[src/core/ric_consts.svh]
// Constants of the remote infrared carrier block: offsets, reset values, timing figures.
// Assumes a 100 MHz core clock and an 8-bit register port with a 3-bit address.
`ifndef RIC_CONSTS_SVH
`define RIC_CONSTS_SVH

`define RIC_ADDR_W 3
`define RIC_OFF_RX_CTRL 3'h0
`define RIC_OFF_TX_CTRL 3'h1
`define RIC_OFF_CONFIG 3'h2
`define RIC_OFF_BANK 3'h3
`define RIC_OFF_FE_SEL 3'h4

`define RIC_RST_RX_CTRL 8'h29
`define RIC_RST_TX_CTRL 8'h69
`define RIC_RST_CONFIG 8'h00
`define RIC_RST_BANK 8'hf4
`define RIC_RST_FE_SEL 8'h00
`define RIC_BANK_READ 8'hf4

`define RIC_CLK_MHZ 100
`define RIC_CLK_KHZ 100000
`define RIC_FREQ_X10_SCALE (`RIC_CLK_KHZ * 10)
`define RIC_MSP_PULSE_US 64
`define RIC_RX_HOLD_US 80

`define RIC_LO_CODE_FIRST 5'h03
`define RIC_LO_FREQ_FIRST_KHZ 30
`define RIC_HI_CODE_A 5'h03
`define RIC_HI_CODE_B 5'h08
`define RIC_HI_CODE_C 5'h0b
`define RIC_HI_FREQ_A_KHZ 400
`define RIC_HI_FREQ_B_KHZ 450
`define RIC_HI_FREQ_C_KHZ 480

`define RIC_PW_LO_2_NS 6000
`define RIC_PW_LO_3_NS 7000
`define RIC_PW_LO_4_NS 9000
`define RIC_PW_LO_5_NS 10600
`define RIC_PW_HI_2_NS 700
`define RIC_PW_HI_3_NS 800
`define RIC_PW_HI_4_NS 900
`define RIC_PW_HI_5_NS 1000

`define RIC_MOD_CONT 2'h0
`define RIC_MOD_BURST8 2'h1
`define RIC_MOD_BURST6 2'h2
`define RIC_BURST8_PULSES 8
`define RIC_BURST6_PULSES 6

`define RIC_MODE_SIR 2'h1
`define RIC_MODE_ASK 2'h2

`endif

[src/core/ric_pkg.sv]
// Types of the remote infrared carrier block: register layouts and transmit states.
// Assumes the constants header is compiled alongside.
package ric_pkg;

  typedef struct packed {
    logic [2:0] rx_band_range;
    logic [4:0] rx_center_freq_code;
  } ric_rx_ctrl_t;

  typedef struct packed {
    logic [2:0] tx_pulse_width_code;
    logic [4:0] tx_carrier_freq_code;
  } ric_tx_ctrl_t;

  typedef struct packed {
    logic pulse_number_coding_en;
    logic rx_sampling_select;
    logic rx_carrier_band;
    logic rsvd;
    logic tx_carrier_band;
    logic rx_decoder_bypass;
    logic [1:0] tx_modulation_pattern;
  } ric_cfg_t;

  typedef struct packed {
    logic front_end_mode_pulse;
    logic [2:0] serial_ir_front_end_code;
    logic rsvd;
    logic [2:0] ask_front_end_code;
  } ric_fe_sel_t;

  typedef enum logic [1:0] {
    RIC_TX_IDLE,
    RIC_TX_BURST,
    RIC_TX_MODE_PULSE
  } ric_tx_state_t;

endpackage

[src/core/ric_carrier_gen.sv]
// Carrier pulse generator: phase accumulator in kHz steps, fixed-width high pulses.
// Assumes freq_khz_i is nonzero and width_i is shorter than one carrier period.
`timescale 1ns/1ps
`default_nettype none
`include "ric_consts.svh"

module ric_carrier_gen (
  input wire logic clock_i,
  input wire logic sys_rst_i,
  input wire logic run_i,
  input wire logic [8:0] freq_khz_i,
  input wire logic [10:0] width_i,
  output logic carrier_o,
  output logic pulse_start_o
);

  localparam logic [17:0] MOD = 18'(`RIC_CLK_KHZ);

  logic [16:0] acc_reg;
  logic [10:0] wcnt_reg;
  logic [17:0] sum;

  // The accumulator adds the frequency in kHz each cycle, so wraps occur at exactly f.
  assign sum = {1'b0, acc_reg} + {9'h000, freq_khz_i};

  // Parking the phase just below a wrap makes a burst start with a pulse at once.
  always_ff @(posedge clock_i) begin
    if (sys_rst_i || !run_i) begin
      acc_reg <= 17'(MOD - 18'h1);
      wcnt_reg <= 11'h000;
      carrier_o <= 1'b0;
      pulse_start_o <= 1'b0;
    end else if (sum >= MOD) begin
      acc_reg <= 17'(sum - MOD);
      wcnt_reg <= width_i - 11'h001;
      carrier_o <= 1'b1;
      pulse_start_o <= 1'b1;
    end else begin
      acc_reg <= sum[16:0];
      pulse_start_o <= 1'b0;
      if (wcnt_reg != 11'h000) begin
        wcnt_reg <= wcnt_reg - 11'h001;
      end else begin
        carrier_o <= 1'b0;
      end
    end
  end
endmodule
`default_nettype wire

[src/core/ric_top.sv]
// Remote infrared carrier block: register set, carrier transmitter, band-pass receiver.
// Assumes a single 100 MHz clock; ir_receive_in_i is an asynchronous pin, other inputs
// come from logic on the same clock (baud ticks, mode and auto-format bits).
//
// Chosen here: the plain strobed port.
`timescale 1ns/1ps
`default_nettype none
`include "ric_consts.svh"

// Operation
// Receiver accepts only carriers within the window chosen by range and select codes.
// Low band: each select code with range 1..3 gives progressively wider windows.
// High band range 1: codes 3, 8, 11 give their listed acceptance windows.
// Software programs only listed code combinations; others are reserved.
// Shift-keyed receiver: range codes 1..6 give widening windows near 500 kHz.
// Pulse width code 2..5 sets carrier pulse width per band.
// Low band transmit code 3..29 gives 30..56 kHz in 1 kHz steps.
// High band transmit codes 3, 8, 11 give 400, 450, 480 kHz.
// Pulse-number coding: bit 0 means energy, bit 1 means no energy.
// Sampling bit chooses once-per-period sampling or oversampling with the baud tick.
// Receive band bit chooses 30..56 kHz or 400..480 kHz.
// Transmit band bit chooses 30..56 kHz or 400..480 kHz.
// Decoder bypass bit routes input around the internal decoder.
// Modulation: continuous, eight or six pulses for an energy bit; none otherwise.
// Bank select stores a written set number; reads always return f4.
// Mode pulse bit sends one 64 us pulse on the transmit output.
// Software uses the mode pulse for front ends switching speed by pin and pulse.
// Auto format in serial mode drives the serial front-end code onto the pins.
// Auto format in keyed mode drives the keyed front-end code onto the pins.
// Reset loads every register of the set with its default value.
module ric_top
  import ric_pkg::*;
#(
  parameter int MSP_PULSE_CYCLES = `RIC_MSP_PULSE_US * `RIC_CLK_MHZ,
  parameter int RX_HOLD_CYCLES = `RIC_RX_HOLD_US * `RIC_CLK_MHZ
) (
  input wire logic clock_i,
  input wire logic sys_rst_i,
  input wire logic [`RIC_ADDR_W-1:0] reg_addr_i,
  input wire logic [7:0] reg_wdata_i,
  input wire logic reg_wr_i,
  input wire logic reg_rd_i,
  output logic [7:0] reg_rdata_o,
  input wire logic tx_bit_start_i,
  input wire logic tx_bit_i,
  input wire logic ir_receive_in_i,
  input wire logic rx_sample_tick_i,
  input wire logic auto_front_end_format_i,
  input wire logic [1:0] ir_mode_i,
  output logic ir_transmit_out_o,
  output logic rx_data_o,
  output logic rx_carrier_detect_o,
  output logic [2:0] front_end_select_pins_o,
  output logic [7:0] bank_select_o
);

  ric_rx_ctrl_t rx_ctrl_reg;
  ric_tx_ctrl_t tx_ctrl_reg;
  ric_cfg_t cfg_reg;
  ric_fe_sel_t fe_reg;
  ric_tx_state_t tx_state_reg;
  logic [3:0] burst_rem_reg;
  logic [15:0] msp_cnt_reg;
  logic msp_start, tx_energy, gen_carrier, gen_pulse_start;
  logic [3:0] burst_n;
  logic [8:0] tx_freq_khz;
  logic [10:0] tx_width;
  logic rx_s1_reg, rx_s2_reg, rx_s3_reg, rx_filt_reg, rx_filt_d_reg;
  logic [15:0] rx_period_reg, rx_hold_reg;
  logic [2:0] rx_hist_reg;
  logic rx_sampled_reg, rx_rise, rx_accept, rx_decoded;
  logic [25:0] rx_win;
  logic [31:0] rx_p;

  // Receive window in 0.1 kHz units, {min, max}; zero means reserved and never accepts.
  function automatic logic [25:0] rx_window(input logic ask, input logic band,
                                            input logic [2:0] rng, input logic [4:0] code);
    logic [77:0] row;
    row = '0;
    rx_window = '0;
    if (ask) begin
      unique case (rng)
        3'h1: rx_window = {13'd4800, 13'd5333};
        3'h2: rx_window = {13'd4571, 13'd5647};
        3'h3: rx_window = {13'd4364, 13'd6000};
        3'h4: rx_window = {13'd4174, 13'd6400};
        3'h5: rx_window = {13'd4000, 13'd6856};
        3'h6: rx_window = {13'd3840, 13'd7385};
        default: rx_window = '0;
      endcase
    end else if (band) begin
      if (rng == 3'h1) begin
        unique case (code)
          5'h03: rx_window = {13'd3556, 13'd4571};
          5'h08: rx_window = {13'd3801, 13'd4898};
          5'h0b: rx_window = {13'd4103, 13'd5274};
          default: rx_window = '0;
        endcase
      end
    end else begin
      unique case (code)
        5'h02: row = {13'd261, 13'd296, 13'd247, 13'd317, 13'd234, 13'd342};
        5'h03: row = {13'd282, 13'd320, 13'd267, 13'd343, 13'd253, 13'd369};
        5'h04: row = {13'd294, 13'd333, 13'd278, 13'd357, 13'd263, 13'd384};
        5'h05: row = {13'd300, 13'd340, 13'd284, 13'd365, 13'd269, 13'd393};
        5'h06: row = {13'd314, 13'd356, 13'd296, 13'd381, 13'd281, 13'd410};
        5'h07: row = {13'd321, 13'd364, 13'd303, 13'd390, 13'd287, 13'd420};
        5'h08: row = {13'd328, 13'd372, 13'd310, 13'd398, 13'd294, 13'd429};
        5'h09: row = {13'd336, 13'd381, 13'd317, 13'd408, 13'd301, 13'd440};
        5'h0b: row = {13'd344, 13'd390, 13'd325, 13'd418, 13'd308, 13'd450};
        5'h0c: row = {13'd362, 13'd410, 13'd342, 13'd440, 13'd324, 13'd473};
        5'h0d: row = {13'd372, 13'd421, 13'd351, 13'd451, 13'd332, 13'd486};
        5'h0f: row = {13'd382, 13'd432, 13'd360, 13'd463, 13'd341, 13'd499};
        5'h10: row = {13'd403, 13'd457, 13'd381, 13'd490, 13'd361, 13'd527};
        5'h12: row = {13'd415, 13'd471, 13'd392, 13'd504, 13'd372, 13'd543};
        5'h13: row = {13'd428, 13'd485, 13'd404, 13'd519, 13'd383, 13'd560};
        5'h15: row = {13'd441, 13'd500, 13'd417, 13'd536, 13'd395, 13'd577};
        5'h17: row = {13'd455, 13'd516, 13'd430, 13'd553, 13'd407, 13'd596};
        5'h1a: row = {13'd487, 13'd552, 13'd460, 13'd591, 13'd436, 13'd637};
        5'h1b: row = {13'd504, 13'd571, 13'd476, 13'd612, 13'd451, 13'd659};
        5'h1d: row = {13'd543, 13'd615, 13'd513, 13'd659, 13'd486, 13'd710};
        default: row = '0;
      endcase
      unique case (rng)
        3'h1: rx_window = row[77:52];
        3'h2: rx_window = row[51:26];
        3'h3: rx_window = row[25:0];
        default: rx_window = '0;
      endcase
    end
  endfunction

  // Pulse width in clock cycles; reserved codes fall back to the shortest width.
  function automatic logic [10:0] pw_cycles(input logic band, input logic [2:0] code);
    int ns;
    ns = band ? `RIC_PW_HI_2_NS : `RIC_PW_LO_2_NS;
    unique case (code)
      3'h3: ns = band ? `RIC_PW_HI_3_NS : `RIC_PW_LO_3_NS;
      3'h4: ns = band ? `RIC_PW_HI_4_NS : `RIC_PW_LO_4_NS;
      3'h5: ns = band ? `RIC_PW_HI_5_NS : `RIC_PW_LO_5_NS;
      default: ns = band ? `RIC_PW_HI_2_NS : `RIC_PW_LO_2_NS;
    endcase
    pw_cycles = 11'(ns * `RIC_CLK_MHZ / 1000);
  endfunction

  // Register writes; reserved bits are stored as zero so they read back as zero.
  always_ff @(posedge clock_i) begin
    if (sys_rst_i) begin
      rx_ctrl_reg <= `RIC_RST_RX_CTRL;
      tx_ctrl_reg <= `RIC_RST_TX_CTRL;
      cfg_reg <= `RIC_RST_CONFIG;
      bank_select_o <= `RIC_RST_BANK;
      fe_reg <= `RIC_RST_FE_SEL;
    end else if (reg_wr_i) begin
      unique case (reg_addr_i)
        `RIC_OFF_RX_CTRL: rx_ctrl_reg <= reg_wdata_i;
        `RIC_OFF_TX_CTRL: tx_ctrl_reg <= reg_wdata_i;
        `RIC_OFF_CONFIG: cfg_reg <= reg_wdata_i & 8'hef;
        `RIC_OFF_BANK: bank_select_o <= reg_wdata_i;
        `RIC_OFF_FE_SEL: fe_reg <= reg_wdata_i & 8'h77;
        default: ;
      endcase
    end
  end

  // Read data appear only in the cycle after the strobe; the bank register is fixed.
  always_ff @(posedge clock_i) begin
    if (sys_rst_i || !reg_rd_i) begin
      reg_rdata_o <= 8'h00;
    end else begin
      unique case (reg_addr_i)
        `RIC_OFF_RX_CTRL: reg_rdata_o <= rx_ctrl_reg;
        `RIC_OFF_TX_CTRL: reg_rdata_o <= tx_ctrl_reg;
        `RIC_OFF_CONFIG: reg_rdata_o <= cfg_reg;
        `RIC_OFF_BANK: reg_rdata_o <= `RIC_BANK_READ;
        `RIC_OFF_FE_SEL: reg_rdata_o <= {tx_state_reg == RIC_TX_MODE_PULSE, fe_reg[6:0]};
        default: reg_rdata_o <= 8'h00;
      endcase
    end
  end

  // Transmit settings decoded from the registers.
  always_comb begin
    tx_width = pw_cycles(cfg_reg.tx_carrier_band, tx_ctrl_reg.tx_pulse_width_code);
    tx_freq_khz = 9'(`RIC_HI_FREQ_A_KHZ);
    if (!cfg_reg.tx_carrier_band) begin
      tx_freq_khz = 9'(`RIC_LO_FREQ_FIRST_KHZ)
                    + {4'h0, tx_ctrl_reg.tx_carrier_freq_code} - {4'h0, `RIC_LO_CODE_FIRST};
    end else if (tx_ctrl_reg.tx_carrier_freq_code == `RIC_HI_CODE_B) begin
      tx_freq_khz = 9'(`RIC_HI_FREQ_B_KHZ);
    end else if (tx_ctrl_reg.tx_carrier_freq_code == `RIC_HI_CODE_C) begin
      tx_freq_khz = 9'(`RIC_HI_FREQ_C_KHZ);
    end
    unique case (cfg_reg.tx_modulation_pattern)
      `RIC_MOD_BURST8: burst_n = 4'(`RIC_BURST8_PULSES);
      `RIC_MOD_BURST6: burst_n = 4'(`RIC_BURST6_PULSES);
      default: burst_n = 4'h0;
    endcase
  end

  // With coding on an energy bit is a 0; with it off the plain level is taken.
  assign tx_energy = cfg_reg.pulse_number_coding_en ? ~tx_bit_i : tx_bit_i;
  assign msp_start = reg_wr_i && reg_addr_i == `RIC_OFF_FE_SEL && reg_wdata_i[7];

  ric_carrier_gen u_gen (
    .clock_i(clock_i),
    .sys_rst_i(sys_rst_i),
    .run_i(tx_state_reg == RIC_TX_BURST),
    .freq_khz_i(tx_freq_khz),
    .width_i(tx_width),
    .carrier_o(gen_carrier),
    .pulse_start_o(gen_pulse_start)
  );

  // Transmit sequencer. A fresh mode-pulse write wins over everything, even a pulse
  // that is ending, so a write of one is never lost.
  always_ff @(posedge clock_i) begin
    if (sys_rst_i) begin
      tx_state_reg <= RIC_TX_IDLE;
      burst_rem_reg <= 4'h0;
      msp_cnt_reg <= 16'h0000;
    end else if (msp_start) begin
      tx_state_reg <= RIC_TX_MODE_PULSE;
      msp_cnt_reg <= 16'(MSP_PULSE_CYCLES - 1);
    end else begin
      unique case (tx_state_reg)
        RIC_TX_IDLE: begin
          if (tx_bit_start_i && tx_energy) begin
            tx_state_reg <= RIC_TX_BURST;
            burst_rem_reg <= burst_n;
          end
        end
        RIC_TX_BURST: begin
          if (tx_bit_start_i) begin
            tx_state_reg <= tx_energy ? RIC_TX_BURST : RIC_TX_IDLE;
            burst_rem_reg <= burst_n;
          end else if (cfg_reg.tx_modulation_pattern != `RIC_MOD_CONT) begin
            if (gen_pulse_start && burst_rem_reg != 4'h0) begin
              burst_rem_reg <= burst_rem_reg - 4'h1;
            end else if (burst_rem_reg == 4'h0 && !gen_carrier) begin
              tx_state_reg <= RIC_TX_IDLE;
            end
          end
        end
        RIC_TX_MODE_PULSE: begin
          if (msp_cnt_reg == 16'h0000) begin
            tx_state_reg <= RIC_TX_IDLE;
          end else begin
            msp_cnt_reg <= msp_cnt_reg - 16'h0001;
          end
        end
      endcase
    end
  end

  // The mode pulse is a plain level; carrier pulses pass only while a burst runs.
  always_ff @(posedge clock_i) begin
    if (sys_rst_i) begin
      ir_transmit_out_o <= 1'b0;
    end else begin
      ir_transmit_out_o <= (tx_state_reg == RIC_TX_MODE_PULSE)
                           || (tx_state_reg == RIC_TX_BURST && gen_carrier);
    end
  end

  // Pin synchroniser; the first stage feeds only the second, and a level is taken
  // once the second and third stages agree.
  always_ff @(posedge clock_i) begin
    if (sys_rst_i) begin
      rx_s1_reg <= 1'b0;
      rx_s2_reg <= 1'b0;
      rx_s3_reg <= 1'b0;
      rx_filt_reg <= 1'b0;
      rx_filt_d_reg <= 1'b0;
    end else begin
      rx_s1_reg <= ir_receive_in_i;
      rx_s2_reg <= rx_s1_reg;
      rx_s3_reg <= rx_s2_reg;
      if (rx_s2_reg == rx_s3_reg) begin
        rx_filt_reg <= rx_s3_reg;
      end
      rx_filt_d_reg <= rx_filt_reg;
    end
  end

  // Band-pass test by cross-multiplying, which avoids a divider: min <= f <= max with
  // f = scale / period. Reserved windows are all zero and so reject every edge.
  assign rx_rise = rx_filt_reg && !rx_filt_d_reg;
  assign rx_win = rx_window(ir_mode_i == `RIC_MODE_ASK, cfg_reg.rx_carrier_band,
                            rx_ctrl_reg.rx_band_range, rx_ctrl_reg.rx_center_freq_code);
  assign rx_p = {16'h0000, rx_period_reg} + 32'h00000001;
  assign rx_accept = rx_rise && (rx_p * {19'h0, rx_win[25:13]} <= `RIC_FREQ_X10_SCALE)
                     && (rx_p * {19'h0, rx_win[12:0]} >= `RIC_FREQ_X10_SCALE);

  // Period measure and carrier presence hold; a lone edge after quiet is rejected
  // because the counter saturates far below any window.
  always_ff @(posedge clock_i) begin
    if (sys_rst_i) begin
      rx_period_reg <= 16'hffff;
      rx_hold_reg <= 16'h0000;
      rx_carrier_detect_o <= 1'b0;
    end else begin
      if (rx_rise) begin
        rx_period_reg <= 16'h0000;
      end else if (rx_period_reg != 16'hffff) begin
        rx_period_reg <= rx_period_reg + 16'h0001;
      end
      if (rx_accept) begin
        rx_carrier_detect_o <= 1'b1;
        rx_hold_reg <= 16'(RX_HOLD_CYCLES - 1);
      end else if (rx_hold_reg != 16'h0000) begin
        rx_hold_reg <= rx_hold_reg - 16'h0001;
      end else begin
        rx_carrier_detect_o <= 1'b0;
      end
    end
  end

  assign rx_decoded = cfg_reg.pulse_number_coding_en ? ~rx_carrier_detect_o
                                                     : rx_carrier_detect_o;

  // Sampling on the baud tick: once per bit, or a majority of three oversamples.
  always_ff @(posedge clock_i) begin
    if (sys_rst_i) begin
      rx_hist_reg <= 3'h0;
      rx_sampled_reg <= 1'b0;
    end else if (rx_sample_tick_i) begin
      rx_hist_reg <= {rx_hist_reg[1:0], rx_decoded};
      if (cfg_reg.rx_sampling_select) begin
        rx_sampled_reg <= (rx_hist_reg[1] & rx_hist_reg[0]) |
                          (rx_hist_reg[1] & rx_decoded) | (rx_hist_reg[0] & rx_decoded);
      end else begin
        rx_sampled_reg <= rx_decoded;
      end
    end
  end

  // Decoder bypass hands the cleaned pin level straight through.
  always_ff @(posedge clock_i) begin
    if (sys_rst_i) begin
      rx_data_o <= 1'b0;
    end else begin
      rx_data_o <= cfg_reg.rx_decoder_bypass ? rx_filt_reg : rx_sampled_reg;
    end
  end

  // Front-end select pins follow the code of the active mode under auto format.
  always_ff @(posedge clock_i) begin
    if (sys_rst_i || !auto_front_end_format_i) begin
      front_end_select_pins_o <= 3'h0;
    end else if (ir_mode_i == `RIC_MODE_SIR) begin
      front_end_select_pins_o <= fe_reg.serial_ir_front_end_code;
    end else if (ir_mode_i == `RIC_MODE_ASK) begin
      front_end_select_pins_o <= fe_reg.ask_front_end_code;
    end else begin
      front_end_select_pins_o <= 3'h0;
    end
  end
endmodule
`default_nettype wire

[config.mk]
export PLATFORM = sky130hd
export DESIGN_NAME = ric_top
export DESIGN_NICKNAME = d
export VERILOG_FILES = /design/src/core/ric_pkg.sv /design/src/core/ric_carrier_gen.sv /design/src/core/ric_top.sv
export VERILOG_INCLUDE_DIRS = /design/src /design/src/core
export SDC_FILE = /design/constraint.sdc
export NUM_CORES = 1
export LEC_CHECK = 0
export ABC_CLOCK_PERIOD_IN_PS = 29100
export BUFFER_PORTS_ARGS = -buffer_cell sky130_fd_sc_hd__buf_2
export CAP_MARGIN = 20
export CORE_MARGIN = 3
export CORE_UTILIZATION = 60
export CTS_CLUSTER_SIZE = 40
export DETAILED_ROUTE_END_ITERATION = 16
export PLACE_DENSITY_LB_ADDON = 0.15
export SYNTH_ARGS = -nofsm -noshare
export SYNTH_HDL_FRONTEND = slang
export SYNTH_SLANG_ARGS = --single-unit
[constraint.sdc]
create_clock -name clock_i -period 29.1 [get_ports clock_i]
set_input_delay 0 -clock clock_i [delete_from_list [all_inputs] [get_ports clock_i]]
set_output_delay 0 -clock clock_i [all_outputs]
set_load 0.005 [all_outputs]
==> results.yml, run 1 <==
run_status:
  status: "completed"
yosys:
  yosys.area_share.adder_pct: 29.1
  syn_avg_cell_area_um2: 7.79
  postSynthCellCount: 4196
  syn_area_um2: 32700
  synth_cell_types: 124
  ys_ff_latch: 201
  syn-num-nets: 4776
  synth_top_family_by_area: "adder cells"
  ys.flop_type: "dfxtp_1"
  yosysSeqAreaShare_pct: 12.3
  ys_warn_count: 0
  synth_xor_area_share_pct: 5.31
  muxShareOfSynthArea_pct: 2.94
  synth_edf_count: 0
  async_flop_share_pct: 0
  synth_compound_area_share_pct: 20.2
  synthSimpleGateAreaFrac_pct: 22.8
setup_path:
  max_stage_delay_ns: 0.87
  cp_common_cell: "inv_1"
  critPathRequiredTime_ns: 29.46
  worstSetupStartpointType: "register"
  crit_path_end_kind: "register"
  crit_type: "register to register"
  critPathMaxFanout: 21
  cp.arrival_ns: 21.29
  slowest_stage: "a21oi_2"
clocking:
  cts_sinks: 201
  clkSlewWorstSetupHoldPaths_ns: 0.06
  numCtsBuffers: 22
  clk_latency_ns: 0.54
  ctsHtreeMaxLevel: 1
  post_cts_resized: 0
  cts_root_buffer: "clkbuf_16"
  clockBufferDepth: 3
  hold_buffers: 19
  cts_setup_buffers: 0
  cts_tree: "done"
placement:
  dp_hpwl_mm: 68.2
  dpl_cell_area_um2: 33500
  place_congestion: 0.952
  io_buffer_count: 43
detailed_routing:
  viasPerCell: 6.25
  wl_per_cell_um: 18.3
  route.detailed.drc: 0
  initialDrtViolationCount: 2857
  totalWireLength_mm: 88.6
  antenna_left: 0
  vias: 30300
  first_pass_iters: 8
die:
  die-width_um: 239
  core_area_um2: 53200
  io_pins: 44
  initial_core_util_pct: 61.5
  die_h_um: 239
  dieArea_um2: 57300
  row_count: 84
cells_and_area:
  nets: 4723
  drive_gt1_share_pct: 7.41
  n_fill_cell: 4654
  final_common_cell: "nand2_1"
  diodes: 0
  design_area_um2: 34400
  layout-area-overhead-vs-synth_pct: 5.23
  final_cell_mix: "nand2_1 (550), nor2_1 (446), inv_1 (410)"
timing:
  finalSetupViolCount: 0
  fin_worst_skew_ns: 0.0298
  slew_viol_final: 0
  rsz0062_at_grt: "false"
  min_period_ns: 20.93
  max_slew.worst_pin.slew_ns: 1.16
  period_share_pct: 71.9
  max_freq_mhz: 47.8
  setup_tns_ns: 0
  hold_slack_ns: 0.0250
  relSlewSlack_pct: 22.3
  hold_violations: 0
global_route:
  grt_pass1_wl_mm: 145
  antenna_found_initial: 0
  gr-usage-all-layers_pct: 30.6
  grt_max_degree: 89
  grt_pass1_vias: 28300
  grt.overflow.total: 0
hold_path:
  hp-class: "primary input to register"
job:
  maxCapViolations: 0
==> critical path: cells and delay by family (launching register included) <==
family	cells	cell delay [ns]
AO/OA/AOI/OAI	27	10.64
multiplexers	2	0.87
adder cells (fa/ha/maj)	7	2.13
XOR/XNOR	3	0.71
AND/OR/NAND/NOR	15	4.48
flip-flops	1	0.67
buffers and inverters	9	1.22
==> per-stage QoR <==
step / instances / setup WS, ns / util, %
4_1_cts: 4844 / 8.57 / 64.7
2_1_floorplan: 4196 / 12.48 / -
3_3_place_gp: 4788 / 9.04 / 63.0
5_1_grt: 4844 / 6.64 / 64.7
6_report: 4844 / 8.17 / 64.7
3_5_place_dp: 4788 / 8.63 / 63.0
==> synthesized netlist by cell type, types with 18 or more instances <==
| master | instances | share of area [%] |
|---|---|---|
| ha_1 | 220 | 8.4 |
| xor2_1 | 62 | 1.7 |
| or2_2 | 32 | 0.61 |
| mux2_2 | 36 | 1.2 |
| nor3_1 | 96 | 1.5 |
| xnor2_1 | 125 | 3.3 |
| and2_1 | 54 | 1.0 |
| o22ai_1 | 28 | 0.54 |
| buf_2 | 23 | 0.35 |
| nand3b_1 | 23 | 0.53 |
| nand4_1 | 18 | 0.34 |
| a211oi_1 | 37 | 0.85 |
| dfxtp_1 | 201 | 12 |
| o21ai_0 | 167 | 2.6 |
| buf_1 | 22 | 0.25 |
| a31oi_1 | 51 | 0.98 |
| o211ai_1 | 30 | 0.69 |
| o21ai_1 | 20 | 0.31 |
| nor2b_1 | 44 | 0.84 |
| o21a_1 | 47 | 1.1 |
| nand2b_1 | 63 | 1.2 |
| nor4_1 | 28 | 0.54 |
| nor2_1 | 446 | 5.1 |
| a21oi_1 | 231 | 3.5 |
| a22o_1 | 22 | 0.59 |
| nand2_1 | 550 | 6.3 |
| nand3_1 | 96 | 1.5 |
| a21o_1 | 50 | 1.1 |
| or3_1 | 25 | 0.48 |
| fa_1 | 338 | 21 |
| mux2i_1 | 54 | 1.7 |
| a22oi_1 | 21 | 0.48 |
| and3_1 | 36 | 0.69 |
| clkbuf_1 | 157 | 1.8 |
| inv_1 | 410 | 4.7 |
==> layout make-up <==
| cell class | count | area [µm²] | share of cell area, % |
|---|---|---|---|
| Timing Repair Buffer | 132 | 931 | 2.71 |
| Clock inverter | 10 | 109 | 0.316 |
| Multi-Input combinational cell | 3373 | 26300 | 76.5 |
| Clock buffer | 27 | 611 | 1.78 |
| Sequential cell | 201 | 4020 | 11.7 |
| Inverter | 413 | 1550 | 4.51 |
| Tap cell | 688 | 861 | 2.50 |
==> kinds of logic after synthesis <==
| logic type | count (synthesis) |
|---|---|
| muxes | 91 |
| adders and majority gates | 558 |
| buffers and inverters | 622 |
| xor gates and xnor gates | 193 |
| DFF | 201 |
| and+or+nand+nor | 1583 |
| other | 1 |
| AOI/OAI and AO/OA | 947 |
==> metal layers <==
layer	part of all wire [%]	track usage, %
met5	0	0
met4	2.6	7.70
met3	8.3	4.35
met2	45	48.9
met1	44	43.9
==> path summary, 6_finish.rpt <==
kind              slack (ns)          from                          to  depth (start not counted)
setup / recovery        8.17    cfg_reg[3]          u_gen.wcnt_reg[10]                         63
hold / removal          0.03  ir_mode_i[0]  front_end_select_pins_o[1]                          4
setup reg to reg        8.17    cfg_reg[3]          u_gen.wcnt_reg[10]                         63
hold reg to reg         0.46     rx_s3_reg                 rx_filt_reg                          2
Power of run 1 is not shown: default switching activity piles up to over one toggle a cycle in this logic, so the estimate is an artifact.
==> run 2: changes to the inputs <==
Settings changed: ABC_CLOCK_PERIOD_IN_PS 29100 to 21500.
Clock period 29.1 ns to 21.5 ns, I/O delays scaled along.
==> results.yml, run 2 (synthesized netlist as in run 1, its figures left out) <==
timing:
  min_period_ns: 20.09
  finalSetupViolCount: 0
  slew_viol_final: 0
  setup_tns_ns: 0
  max_freq_mhz: 49.8
  rsz0062_at_grt: "false"
  period_share_pct: 93.5
  hold_violations: 0
  fin_worst_skew_ns: 0.0116
  max_slew.worst_pin.slew_ns: 1.17
  hold_slack_ns: 0.0339
  relSlewSlack_pct: 22.0
detailed_routing:
  initialDrtViolationCount: 3196
  drt-met1-wl_mm: 39.8
  viasPerCell: 6.27
  antenna_left: 0
  dr.max_layer_used: "met4"
  vias: 30400
  wl_per_cell_um: 18.5
  met3_length_mm: 7.56
  totalWireLength_mm: 89.8
  met2_length_mm: 40.4
  route.detailed.drc: 0
  first_pass_iters: 8
hold_path:
  hp-class: "primary input to register"
run_status:
  status: "completed"
global_route:
  grt_pass1_wl_mm: 148
  gr-usage-all-layers_pct: 31.2
  grt_pass1_vias: 28500
  grt.overflow.total: 0
  grt_max_degree: 67
  antenna_found_initial: 0
placement:
  dp_hpwl_mm: 68.9
  io_buffer_count: 43
  dpl_cell_area_um2: 33500
  place_congestion: 0.980
clocking:
  cts_root_buffer: "clkbuf_16"
  numCtsBuffers: 23
  cts_sinks: 201
  clkSlewWorstSetupHoldPaths_ns: 0.07
  cts_tree: "done"
  clk_latency_ns: 0.53
  clockBufferDepth: 3
  ctsHtreeMaxLevel: 1
cells_and_area:
  drive_gt1_share_pct: 7.58
  nets: 4731
  multiInputGateArea_um2: 26300
  layout-area-overhead-vs-synth_pct: 5.46
  design_area_um2: 34500
  final_cell_mix: "nand2_1 (550), nor2_1 (446), inv_1 (410)"
  seqCellArea_um2: 4020
  n_fill_cell: 4735
  diodes: 0
  final_common_cell: "nand2_1"
setup_path:
  critPathMaxFanout: 20
  r2r_slack_ns: 1.41
  cp_common_cell: "ha_1"
  cp.arrival_ns: 20.47
  critPathRequiredTime_ns: 21.88
  worstSetupStartpointType: "register"
  crit_path_end_kind: "register"
  slowest_stage: "or4_1"
  max_stage_delay_ns: 0.79
  crit_type: "register to register"
die:
  core_area_um2: 53200
  die-width_um: 239
  dieArea_um2: 57300
  die_h_um: 239
  row_count: 84
  io_pins: 44
  initial_core_util_pct: 61.5
job:
  maxCapViolations: 0
-- run 2: per-stage QoR --
stage | instances | util (%) | setup WS (ns)
after global routing | 4855 | 64.8 | 0.0438
after global placement | 4788 | 63.0 | 1.74
after floorplan | 4196 | - | 4.88
final | 4855 | 64.8 | 1.41
after CTS | 4852 | 64.7 | 1.39
after detailed placement | 4789 | 63.0 | 1.40
-- run 2: worst paths after layout --
| kind | cells after the start | startpoint | to |
|---|---|---|---|
| min reg2reg | 1 | rx_s1_reg | rx_s2_reg |
| min | 4 | ir_mode_i[0] | front_end_select_pins_o[2] |
| max | 58 | tx_ctrl_reg[7] | u_gen.wcnt_reg[10] |
| max reg2reg | 58 | tx_ctrl_reg[7] | u_gen.wcnt_reg[10] |
-- run 2: worst max-delay path, delay by kind of cell (launching register included) --
family,cells,cell delay (ns)
AND/OR/NAND/NOR,19,6.46
multiplexers,3,1.11
buffers and inverters,3,0.46
adder cells (fa/ha/maj),6,1.81
AO/OA/AOI/OAI,25,9.14
XOR/XNOR,2,0.35
flip-flops,1,0.58
-- run 2: layer usage --
layer | vias up | GRT usage, %
met5 | - | 0
met4 | 0 | 7.11
met3 | 161 | 3.68
met2 | 1413 | 49.5
met1 | 14600 | 45.7
li1 | 14300 | -
-- run 2: layout make-up --
cell class	instances	share of cell area, %
Timing Repair Buffer	139	2.88
Sequential cell	201	11.7
Multi-Input combinational cell	3373	76.4
Clock buffer	30	1.86
Tap cell	688	2.50
Inverter	413	4.50
Clock inverter	11	0.218
-- run 2: timing repair --
action,in CTS,in global routing
setup buffers,0,2
hold buffers,22,0
gates resized for setup,0,2
endpoints found under the setup margin,0,5
hold endpoints to repair,49,0
Power of run 2 is left out for the same reason.
